<file path="src/core/bscp_pkg.sv">
package bscp_pkg;

  // ==========================================================
  // Instruction register
  localparam int         IR_LEN = 6;
  localparam logic [5:0] IR_CAPTURE = 6'h01;
  localparam logic [5:0] OP_EXTEST = 6'h00;
  localparam logic [5:0] OP_SAMPLE = 6'h01;
  localparam logic [5:0] OP_FIRST_CUSTOM_CHAIN_INSTRUCTION = 6'h02;
  localparam logic [5:0] OP_SECOND_CUSTOM_CHAIN_INSTRUCTION = 6'h03;
  localparam logic [5:0] OP_CFG_READ = 6'h04;
  localparam logic [5:0] OP_CFG_LOAD = 6'h05;
  localparam logic [5:0] OP_STARTUP_SEQUENCE_INSTRUCTION = 6'h0c;
  localparam logic [5:0] OP_BYPASS = 6'h3f;

  // ==========================================================
  // Boundary register layout
  localparam int NUM_BIDIR = 4;
  localparam int NUM_INONLY = 2;
  localparam int NUM_OUTONLY = 2;
  localparam int NUM_DRV = NUM_BIDIR + NUM_OUTONLY;
  localparam int NUM_RCV = NUM_BIDIR + NUM_INONLY;
  localparam int CELLS_PER_IO = 3;
  localparam int CELL_IN = 0;
  localparam int CELL_OUT = 1;
  localparam int CELL_TRI = 2;
  localparam int BASE_INONLY = CELLS_PER_IO * NUM_BIDIR;
  localparam int BASE_OUTONLY = BASE_INONLY + NUM_INONLY;
  localparam int BSR_LEN = BASE_OUTONLY + CELLS_PER_IO * NUM_OUTONLY;

  // ==========================================================
  // Configuration path
  localparam int         CFG_W = 32;
  localparam logic [4:0] CFG_LAST = 5'h1f;
  localparam int         BUF_DEPTH = 2;
  localparam logic [1:0] BUF_FULL = 2'h2;

  // ==========================================================
  // TAP states, one-hot
  typedef enum logic [15:0] {
    TAP_RESET     = 16'h0001,
    TAP_IDLE      = 16'h0002,
    TAP_SEL_DR    = 16'h0004,
    TAP_CAP_DR    = 16'h0008,
    TAP_SHIFT_DR  = 16'h0010,
    TAP_EXIT1_DR  = 16'h0020,
    TAP_PAUSE_DR  = 16'h0040,
    TAP_EXIT2_DR  = 16'h0080,
    TAP_UPD_DR    = 16'h0100,
    TAP_SEL_IR    = 16'h0200,
    TAP_CAP_IR    = 16'h0400,
    TAP_SHIFT_IR  = 16'h0800,
    TAP_EXIT1_IR  = 16'h1000,
    TAP_PAUSE_IR  = 16'h2000,
    TAP_EXIT2_IR  = 16'h4000,
    TAP_UPD_IR    = 16'h8000
  } bscp_tap_e;

  // ==========================================================
  // Signals toward the user logic
  typedef struct packed {
    logic user_chain_a_select;
    logic user_chain_a_shift_clock;
    logic user_chain_b_select;
    logic user_chain_b_shift_clock;
    logic tap_reset;
    logic tap_shift;
    logic tap_update;
    logic shared_tdi;
  } bscp_user_s;

endpackage : bscp_pkg

</file>
<file path="src/core/bscp_top.sv">
// Contract
// - Standard TAP state machine plus instruction register whose decode picks the data register
// - Every bidirectional pin owns three boundary cells: input, output, 3-state
// - Cell order in a pin group is input, output, then 3-state
// - Input-only pins give one cell, output-only pins give three
// - External test capture loads bidirectional pins' input, output and 3-state; input-only pins load input; output-only pins load output twice, then 3-state
// - Bypass is one flip-flop between serial input and serial output
// - Chain selects follow the decoded first and second custom instructions
// - Active custom instruction routes that chain's serial output to the test output
// - Each custom chain has its own shift clock; serial input is shared
// - Shared outputs show TAP reset, shift and update states
// - Instruction set adds configuration load, readback and startup
// - Boundary chain starts at the upper right corner pin, then runs around
`timescale 1ns/1ps
`default_nettype none

module bscp_top
  import bscp_pkg::*;
(
  // Clock, reset, enable
  input  wire logic                SYS_CLK,
  input  wire logic                RESET_N,
  input  wire logic                CLK_EN,
  // Test port pins
  input  wire logic                TCK,
  input  wire logic                TMS,
  input  wire logic                TDI,
  input  wire logic                TRST_N,
  output var  logic                TDO,
  output var  logic                TDO_OE_N,
  // Pads and core
  input  wire logic [NUM_BIDIR-1:0]   PAD_BIDIR_IN,
  input  wire logic [NUM_INONLY-1:0]  PAD_INONLY_IN,
  input  wire logic [NUM_DRV-1:0]     CORE_OUT,
  input  wire logic [NUM_DRV-1:0]     CORE_OE_N,
  output var  logic [NUM_DRV-1:0]     PAD_OUT,
  output var  logic [NUM_DRV-1:0]     PAD_OE_N,
  output var  logic [NUM_RCV-1:0]     CORE_IN,
  // User scan chains
  input  wire logic                USER_CHAIN_A_SERIAL_OUT,
  input  wire logic                USER_CHAIN_B_SERIAL_OUT,
  output var  bscp_user_s          USER_CTRL,
  // Configuration path
  output var  logic [CFG_W-1:0]    CFG_WORD,
  output var  logic                CFG_VALID,
  input  wire logic                CFG_READY,
  output var  logic                CFG_ROOM,
  input  wire logic [CFG_W-1:0]    CFG_RD_DATA,
  output var  logic                STARTUP_STEP
);

  // ==========================================================
  // Synchronisers
  logic [3:0]         sync1;
  logic [3:0]         sync2;
  logic               tck_d;
  logic [NUM_RCV-1:0] pad1;
  logic [NUM_RCV-1:0] pad2;

  always_ff @(posedge SYS_CLK or negedge RESET_N) begin
    if (!RESET_N) begin
      sync1 <= 4'h0;
      sync2 <= 4'h0;
      tck_d <= 1'b0;
      pad1  <= '0;
      pad2  <= '0;
    end else if (CLK_EN) begin
      sync1 <= {TRST_N, TDI, TMS, TCK};
      sync2 <= sync1;
      tck_d <= sync2[0];
      pad1  <= {PAD_INONLY_IN, PAD_BIDIR_IN};
      pad2  <= pad1;
    end
  end

  logic tck_s, tms_s, tdi_s, trst_s, rise, fall;

  assign {trst_s, tdi_s, tms_s, tck_s} = sync2;
  assign rise   = tck_s & ~tck_d;
  assign fall   = ~tck_s & tck_d;

  // ==========================================================
  // State
  bscp_tap_e          tap, next_tap;
  logic [IR_LEN-1:0]  ir, next_ir;
  logic [IR_LEN-1:0]  ir_sh, next_ir_sh;
  logic [BSR_LEN-1:0] bsr_sh, next_bsr_sh;
  logic [BSR_LEN-1:0] bsr_upd, next_bsr_upd;
  logic               byp, next_byp;
  logic [CFG_W-1:0]   cfg_sh, next_cfg_sh;
  logic [4:0]         cfg_cnt, next_cfg_cnt;
  logic [CFG_W-1:0]   rd_sh, next_rd_sh;
  logic               tdo_q, next_tdo;
  logic               tdo_oe_n, next_tdo_oe_n;
  logic [CFG_W-1:0]   mem [BUF_DEPTH];
  logic [CFG_W-1:0]   next_mem [BUF_DEPTH];
  logic [1:0]         cnt, next_cnt;
  logic               valid, next_valid;
  logic               room, next_room;
  logic [NUM_DRV-1:0] pad_out, next_pad_out;
  logic [NUM_DRV-1:0] pad_oe_n, next_pad_oe_n;
  logic [NUM_RCV-1:0] core_in, next_core_in;
  bscp_user_s         user, next_user;
  logic               startup, next_startup;

  // ==========================================================
  // Decode
  logic sel_bsr, sel_ua, sel_ub, sel_load, sel_read, sel_byp, ext;

  always_comb begin
    sel_bsr  = 1'b0;
    sel_ua   = 1'b0;
    sel_ub   = 1'b0;
    sel_load = 1'b0;
    sel_read = 1'b0;
    sel_byp  = 1'b0;
    case (ir)
      OP_EXTEST, OP_SAMPLE:               sel_bsr  = 1'b1;
      OP_FIRST_CUSTOM_CHAIN_INSTRUCTION:  sel_ua   = 1'b1;
      OP_SECOND_CUSTOM_CHAIN_INSTRUCTION: sel_ub   = 1'b1;
      OP_CFG_LOAD:                        sel_load = 1'b1;
      OP_CFG_READ:                        sel_read = 1'b1;
      OP_STARTUP_SEQUENCE_INSTRUCTION:    sel_byp  = 1'b1;
      default:                            sel_byp  = 1'b1;
    endcase
  end

  assign ext = (ir == OP_EXTEST);

  // ==========================================================
  // Boundary cells per pin
  logic [BSR_LEN-1:0] cap;
  logic [NUM_DRV-1:0] upd_out, upd_tri;

  genvar g;
  generate
    for (g = 0; g < NUM_BIDIR; g++) begin : g_bidir
      assign cap[CELLS_PER_IO*g+CELL_IN]  = pad2[g];
      assign cap[CELLS_PER_IO*g+CELL_OUT] = pad_out[g];
      assign cap[CELLS_PER_IO*g+CELL_TRI] = pad_oe_n[g];
      assign upd_out[g] = bsr_upd[CELLS_PER_IO*g+CELL_OUT];
      assign upd_tri[g] = bsr_upd[CELLS_PER_IO*g+CELL_TRI];
    end
    for (g = 0; g < NUM_INONLY; g++) begin : g_inonly
      assign cap[BASE_INONLY+g] = pad2[NUM_BIDIR+g];
    end
    for (g = 0; g < NUM_OUTONLY; g++) begin : g_outonly
      assign cap[BASE_OUTONLY+CELLS_PER_IO*g+CELL_IN]  = pad_out[NUM_BIDIR+g];
      assign cap[BASE_OUTONLY+CELLS_PER_IO*g+CELL_OUT] = pad_out[NUM_BIDIR+g];
      assign cap[BASE_OUTONLY+CELLS_PER_IO*g+CELL_TRI] = pad_oe_n[NUM_BIDIR+g];
      assign upd_out[NUM_BIDIR+g] = bsr_upd[BASE_OUTONLY+CELLS_PER_IO*g+CELL_OUT];
      assign upd_tri[NUM_BIDIR+g] = bsr_upd[BASE_OUTONLY+CELLS_PER_IO*g+CELL_TRI];
    end
  endgenerate

  // ==========================================================
  // Next-state logic
  logic             push, pop, act;
  logic [CFG_W-1:0] word;
  logic [1:0]       wpos;

  always_comb begin
    next_tap      = tap;
    next_ir       = ir;
    next_ir_sh    = ir_sh;
    next_bsr_sh   = bsr_sh;
    next_bsr_upd  = bsr_upd;
    next_byp      = byp;
    next_cfg_sh   = cfg_sh;
    next_cfg_cnt  = cfg_cnt;
    next_rd_sh    = rd_sh;
    next_tdo      = tdo_q;
    next_tdo_oe_n = tdo_oe_n;
    next_startup  = 1'b0;
    push          = 1'b0;
    word          = {tdi_s, cfg_sh[CFG_W-1:1]};
    if (!trst_s) begin
      next_tap = TAP_RESET;
    end else if (rise) begin
      case (tap)
        TAP_RESET:    next_tap = tms_s ? TAP_RESET : TAP_IDLE;
        TAP_IDLE:     next_tap = tms_s ? TAP_SEL_DR : TAP_IDLE;
        TAP_SEL_DR:   next_tap = tms_s ? TAP_SEL_IR : TAP_CAP_DR;
        TAP_CAP_DR:   next_tap = tms_s ? TAP_EXIT1_DR : TAP_SHIFT_DR;
        TAP_SHIFT_DR: next_tap = tms_s ? TAP_EXIT1_DR : TAP_SHIFT_DR;
        TAP_EXIT1_DR: next_tap = tms_s ? TAP_UPD_DR : TAP_PAUSE_DR;
        TAP_PAUSE_DR: next_tap = tms_s ? TAP_EXIT2_DR : TAP_PAUSE_DR;
        TAP_EXIT2_DR: next_tap = tms_s ? TAP_UPD_DR : TAP_SHIFT_DR;
        TAP_UPD_DR:   next_tap = tms_s ? TAP_SEL_DR : TAP_IDLE;
        TAP_SEL_IR:   next_tap = tms_s ? TAP_RESET : TAP_CAP_IR;
        TAP_CAP_IR:   next_tap = tms_s ? TAP_EXIT1_IR : TAP_SHIFT_IR;
        TAP_SHIFT_IR: next_tap = tms_s ? TAP_EXIT1_IR : TAP_SHIFT_IR;
        TAP_EXIT1_IR: next_tap = tms_s ? TAP_UPD_IR : TAP_PAUSE_IR;
        TAP_PAUSE_IR: next_tap = tms_s ? TAP_EXIT2_IR : TAP_PAUSE_IR;
        TAP_EXIT2_IR: next_tap = tms_s ? TAP_UPD_IR : TAP_SHIFT_IR;
        TAP_UPD_IR:   next_tap = tms_s ? TAP_SEL_DR : TAP_IDLE;
        default:      next_tap = TAP_RESET;
      endcase
      case (tap)
        TAP_RESET:    next_ir      = OP_BYPASS;
        TAP_IDLE:     next_startup = (ir == OP_STARTUP_SEQUENCE_INSTRUCTION);
        TAP_CAP_IR:   next_ir_sh   = IR_CAPTURE;
        TAP_SHIFT_IR: next_ir_sh   = {tdi_s, ir_sh[IR_LEN-1:1]};
        TAP_UPD_IR:   next_ir      = ir_sh;
        TAP_CAP_DR: begin
          if (sel_bsr) next_bsr_sh = cap;
          if (sel_byp) next_byp = 1'b0;
          if (sel_read) next_rd_sh = CFG_RD_DATA;
          if (sel_load) next_cfg_cnt = 5'h00;
        end
        TAP_SHIFT_DR: begin
          if (sel_bsr) next_bsr_sh = {tdi_s, bsr_sh[BSR_LEN-1:1]};
          if (sel_byp) next_byp = tdi_s;
          if (sel_read) next_rd_sh = {tdi_s, rd_sh[CFG_W-1:1]};
          if (sel_load) begin
            next_cfg_sh  = word;
            next_cfg_cnt = cfg_cnt + 5'h01;
            push         = (cfg_cnt == CFG_LAST);
          end
        end
        TAP_UPD_DR:   if (sel_bsr) next_bsr_upd = bsr_sh;
        default: begin
        end
      endcase
    end else if (fall) begin
      next_tdo_oe_n = ~((tap == TAP_SHIFT_DR) || (tap == TAP_SHIFT_IR));
      if (tap == TAP_SHIFT_IR) next_tdo = ir_sh[0];
      else if (sel_ua) next_tdo = USER_CHAIN_A_SERIAL_OUT;
      else if (sel_ub) next_tdo = USER_CHAIN_B_SERIAL_OUT;
      else if (sel_bsr) next_tdo = bsr_sh[0];
      else if (sel_read) next_tdo = rd_sh[0];
      else if (sel_load) next_tdo = cfg_sh[0];
      else next_tdo = byp;
    end
  end

  // ==========================================================
  // Two-entry configuration word buffer
  always_comb begin
    pop         = valid & CFG_READY;
    next_mem[0] = pop ? mem[1] : mem[0];
    next_mem[1] = mem[1];
    wpos        = cnt - {1'b0, pop};
    next_cnt    = wpos;
    if (push && (cnt != BUF_FULL || pop)) begin
      next_mem[wpos[0]] = word;
      next_cnt          = wpos + 2'h1;
    end
    next_valid = (next_cnt != 2'h0);
    next_room  = (next_cnt != BUF_FULL);
  end

  // ==========================================================
  // Pads and user outputs
  always_comb begin
    act           = (tap == TAP_CAP_DR) || (tap == TAP_SHIFT_DR);
    next_pad_out  = ext ? upd_out : CORE_OUT;
    next_pad_oe_n = ext ? upd_tri : CORE_OE_N;
    next_core_in  = pad2;
    next_user.user_chain_a_select      = sel_ua;
    next_user.user_chain_b_select      = sel_ub;
    next_user.user_chain_a_shift_clock = sel_ua & act & tck_s;
    next_user.user_chain_b_shift_clock = sel_ub & act & tck_s;
    next_user.tap_reset                = (tap == TAP_RESET);
    next_user.tap_shift                = (tap == TAP_SHIFT_DR);
    next_user.tap_update               = (tap == TAP_UPD_DR);
    next_user.shared_tdi               = tdi_s;
  end

  // ==========================================================
  // Registers
  always_ff @(posedge SYS_CLK or negedge RESET_N) begin
    if (!RESET_N) begin
      tap      <= TAP_RESET;
      ir       <= OP_BYPASS;
      ir_sh    <= '0;
      bsr_sh   <= '0;
      bsr_upd  <= '0;
      byp      <= 1'b0;
      cfg_sh   <= '0;
      cfg_cnt  <= 5'h00;
      rd_sh    <= '0;
      tdo_q    <= 1'b0;
      tdo_oe_n <= 1'b1;
      mem      <= '{default: '0};
      cnt      <= 2'h0;
      valid    <= 1'b0;
      room     <= 1'b1;
      pad_out  <= '0;
      pad_oe_n <= '1;
      core_in  <= '0;
      user     <= '0;
      startup  <= 1'b0;
    end else if (CLK_EN) begin
      tap      <= next_tap;
      ir       <= next_ir;
      ir_sh    <= next_ir_sh;
      bsr_sh   <= next_bsr_sh;
      bsr_upd  <= next_bsr_upd;
      byp      <= next_byp;
      cfg_sh   <= next_cfg_sh;
      cfg_cnt  <= next_cfg_cnt;
      rd_sh    <= next_rd_sh;
      tdo_q    <= next_tdo;
      tdo_oe_n <= next_tdo_oe_n;
      mem      <= next_mem;
      cnt      <= next_cnt;
      valid    <= next_valid;
      room     <= next_room;
      pad_out  <= next_pad_out;
      pad_oe_n <= next_pad_oe_n;
      core_in  <= next_core_in;
      user     <= next_user;
      startup  <= next_startup;
    end
  end

  assign TDO          = tdo_q;
  assign TDO_OE_N     = tdo_oe_n;
  assign PAD_OUT      = pad_out;
  assign PAD_OE_N     = pad_oe_n;
  assign CORE_IN      = core_in;
  assign USER_CTRL    = user;
  assign CFG_WORD     = mem[0];
  assign CFG_VALID    = valid;
  assign CFG_ROOM     = room;
  assign STARTUP_STEP = startup;

endmodule : bscp_top

`default_nettype wire

</file>
<file path="config.mk">
export PLATFORM = sky130hd
export DESIGN_NAME = bscp_top
export DESIGN_NICKNAME = d
export VERILOG_FILES = /design/src/core/bscp_pkg.sv /design/src/core/bscp_top.sv
export SDC_FILE = /design/constraint.sdc
export NUM_CORES = 1
export LEC_CHECK = 0
export ABC_AREA = 1
export BUFFER_PORTS_ARGS = -buffer_cell sky130_fd_sc_hd__buf_2
export CAP_MARGIN = 0
export CORE_ASPECT_RATIO = 0.7
export CORE_MARGIN = 2
export CORE_UTILIZATION = 25
export DETAILED_ROUTE_END_ITERATION = 8
export REMOVE_ABC_BUFFERS = 1
export SLEW_MARGIN = 25
export SYNTH_ARGS = -nofsm -noshare
export SYNTH_HDL_FRONTEND = slang
export SYNTH_SLANG_ARGS = --single-unit
</file>
<file path="constraint.sdc">
create_clock -name SYS_CLK -period 2.4 [get_ports SYS_CLK]
set_input_delay 0.48 -clock SYS_CLK [delete_from_list [all_inputs] [get_ports SYS_CLK]]
set_output_delay 0.48 -clock SYS_CLK [all_outputs]
set_load 0.02 [all_outputs]
</file>
==> metrics <==
status=finished, final reports clean; final worst slack=approximately 0.28 ns; share of cells above drive strength 1=between 20% and 30%; max-slew violations=0; final WL=approximately 31000 microns; die area=0.04887 sq mm; Clock Skews=0.02386 ns; Max Cap Viol=0; WHS=about 0.13 ns; antenna-violating nets left=0; Worst-Skew Late Latency=between 0.5 and 0.6 ns; Finished Cell Area=between 0.01 and 0.015 sq mm; Reg-to-Reg End=CFG_WORD[11]$_DFFE_PN0P_; CP startpoint=ir[5]$_DFFE_PN1P_; RR Startpoint=ir[5]$_DFFE_PN1P_; WP data required=2.85 ns; Seq pwr share=a little under half; EDFF count, synth=0; largest net degree at the start of global routing=65; CTS Sinks=between 200 and 250; post-CTS setup buffer count=0; post-synthesis register bit count=about 250; clock root buffer=clkbuf_16; PwrDens=approximately 710 mW/mm^2; Rows=66; # IOs=between 100 and 150; Avg Cell Area, Syn=roughly 8.8 sq um; commonest non-fill, non-tap cell in the layout=nand2_1; RSZ-0062 raised after global routing=no; Clock Path Buffers=3; placed instance area=~0.013 sq mm; Max-slew headroom=a little under three fifths; Worst setup SP type=flip-flop; Internal=slightly above 7 mW; Tot GR Track Use=12.57%; Clock transition at path regs=0.06 ns; Detailed Route Iter0 Violations=678; Yosys warning count=0; kind of critical path=reg2reg; remaining routing DRC violations=0; post-detail-place hpwl=about 21000 microns; Final #Nets=between 1000 and 1500; Switch Pwr=between 2 and 3 mW; synthesized area=between 0.01 and 0.015 sq mm; die width=between 200 and 300 microns; crit end category=flip-flop; Lkg Pwr=around 7 nW; first-pass GRT wire length=49660 microns; final hold violations=0; Sw Ratio=between 20% and 30%; gpl congestion=0.8196; Reg2Reg Setup Slack=roughly 0.28 ns; Primary FF master, synth=dfrtp_1; core area=roughly 0.046 sq mm; vias in the first global route=around 9100; Worst IR Drop VDD=roughly 0.00037 V; dpl ws=between 0.2 and 0.25 ns; Inserted Clock Buffers=28; worst min path class=in2reg; First-pass DRT Iterations=5; critical path fanouts, max=64; number of port buffers=approximately 120; crit path time final=around 2.1 ns; final setup violation count=0; DR vias=approximately 9200; initial antenna violation count=3; most frequent cells in the layout=nand2_1 (409), dfrtp_1 (233), buf_2 (120); crit path to=CFG_WORD[11]$_DFFE_PN0P_; Max H-tree Level=1; FMAX=470.7 MHz; Clock Power Share=42.7%; routed len/inst=~15 microns; Worst-Margin Slew=~0.66 ns; final period utilization=between 80% and 90%; Area Overhead vs Synth=17.21%; asr flop ratio synth=between 90% and 100%; die height=around 190 microns; DR vias/cell=between 4 and 5; total grt overflow=0; Gate Count Post-Synth=1336; sequential-to-total area share from yosys stat=between 50 and 60%; combinational fraction of design power=between 10 and 15%; CTS tree=built; Unique masters post-synth=40; Starting Density=about a quarter; R2R depth=9; Hold Path Origin=PAD_BIDIR_IN[2]; Critical Path AT=~2.6 ns
## power groups by stage
stage / registers (mW) / clock network (mW) / logic [mW]
2_1_floorplan: 4.67 / 0 / 0.494
3_3_place_gp: 4.60 / 0 / 1.08
3_5_place_dp: 4.60 / 0 / 1.10
4_1_cts: 4.53 / 4.32 / 1.10
5_1_grt: 4.55 / 4.50 / 1.21
6_report: 4.53 / 4.18 / 1.09
## through the flow
step	utilization, %	instances	total power, mW	setup TNS, ns
after floorplan	-	1240	5.163	-86.84
after global placement	27.71	2001	5.673	0
after detailed placement	27.71	2001	5.697	0
after CTS	29.66	2054	9.949	0
after global routing	29.68	2056	10.26	0
final	29.68	2056	9.800	0
## worst min path at each step
stage                          endpoint  slack [ns]  cells past startpoint
3_5_place_dp                  async pin        0.45                      1
4_1_cts             pad1[2]$_DFFE_PN0P_        0.09                      3
3_3_place_gp   CFG_WORD[28]$_DFFE_PN0P_        0.45                      1
5_1_grt             pad1[4]$_DFFE_PN0P_        0.12                      3
2_1_floorplan     CFG_VALID$_DFFE_PN0P_        0.18                      0
6_report            pad1[2]$_DFFE_PN0P_        0.13                      3
## per-layer routing
layer  wire length, microns  part of all wire (%)  global-route usage, %  vias up
met4                    886                   2.9                  4.023        2
met1                  14440                    47                  16.99     4449
li1                       -                     -                      -     4501
met3                   1578                   5.2                  2.818       51
met5                     12                 0.039                      0        -
met2                  13660                    45                  20.03      198
## timing repair
| action | CTS | global route |
|---|---|---|
| endpoints found under the setup margin | 0 | 2 |
| resized for setup | 0 | 1 |
| endpoints found under the hold margin | 43 | 0 |
| hold buffers | 1 | 0 |
## Yosys cell counts (4+ instances only)
master	n	area, sq um
nand2_1	410	1539
dfrtp_1	233	5831
inv_1	113	424.2
o21ai_0	86	430.4
o21ai_1	82	410.4
nand3_1	55	275.3
nor2_1	47	176.4
clkbuf_1	42	157.7
buf_4	33	247.7
o211ai_2	32	400.4
a21oi_1	31	155.2
mux2i_1	30	300.3
nand3_2	28	280.3
buf_2	15	75.07
dfstp_2	15	394.1
o22ai_1	15	93.84
a22oi_1	10	75.07
nor3_1	9	45.04
nand2_2	7	43.79
buf_6	6	67.56
nor2_2	4	25.02
o31ai_1	4	30.03
## area by class of cell
class,count,area (sq um)
clock inverter,7,71.32
sequential,248,6225
multi-input combinational,877,4576
antenna,2,5.005
fill,4901,32690
inverter,115,432.9
timing repair buffer,150,898.4
tap,612,765.7
clock buffer,45,824.5
## critical path: stages, from the launching register on
cell and delay, ns:
dfstp_2 0.37, nor2_2 0.20, nand2_2 0.14, nor2_1 0.25, nand4_1 0.21, nor2_4 0.21
nand2_4 0.07, buf_12 0.20, o211ai_2 0.21, nand2_1 0.07
## cells by family (layout without fill, tap and decap cells)
| kind of cell | after synthesis | in the layout | synth area share, % |
|---|---|---|---|
| buffers and inverters | 211 | 317 | 8.322 |
| AO/OA/AOI/OAI | 265 | 265 | 13.89 |
| adder cells (fa/ha/maj) | 3 | 3 | 0.3189 |
| flip-flops | 248 | 248 | 52.87 |
| multiplexers | 30 | 30 | 2.551 |
| AND/OR/NAND/NOR | 577 | 577 | 21.89 |
| XOR/XNOR | 2 | 2 | 0.1488 |
| other | 0 | 2 | 0 |
Note: power is estimated with default switching activity, not from simulation.
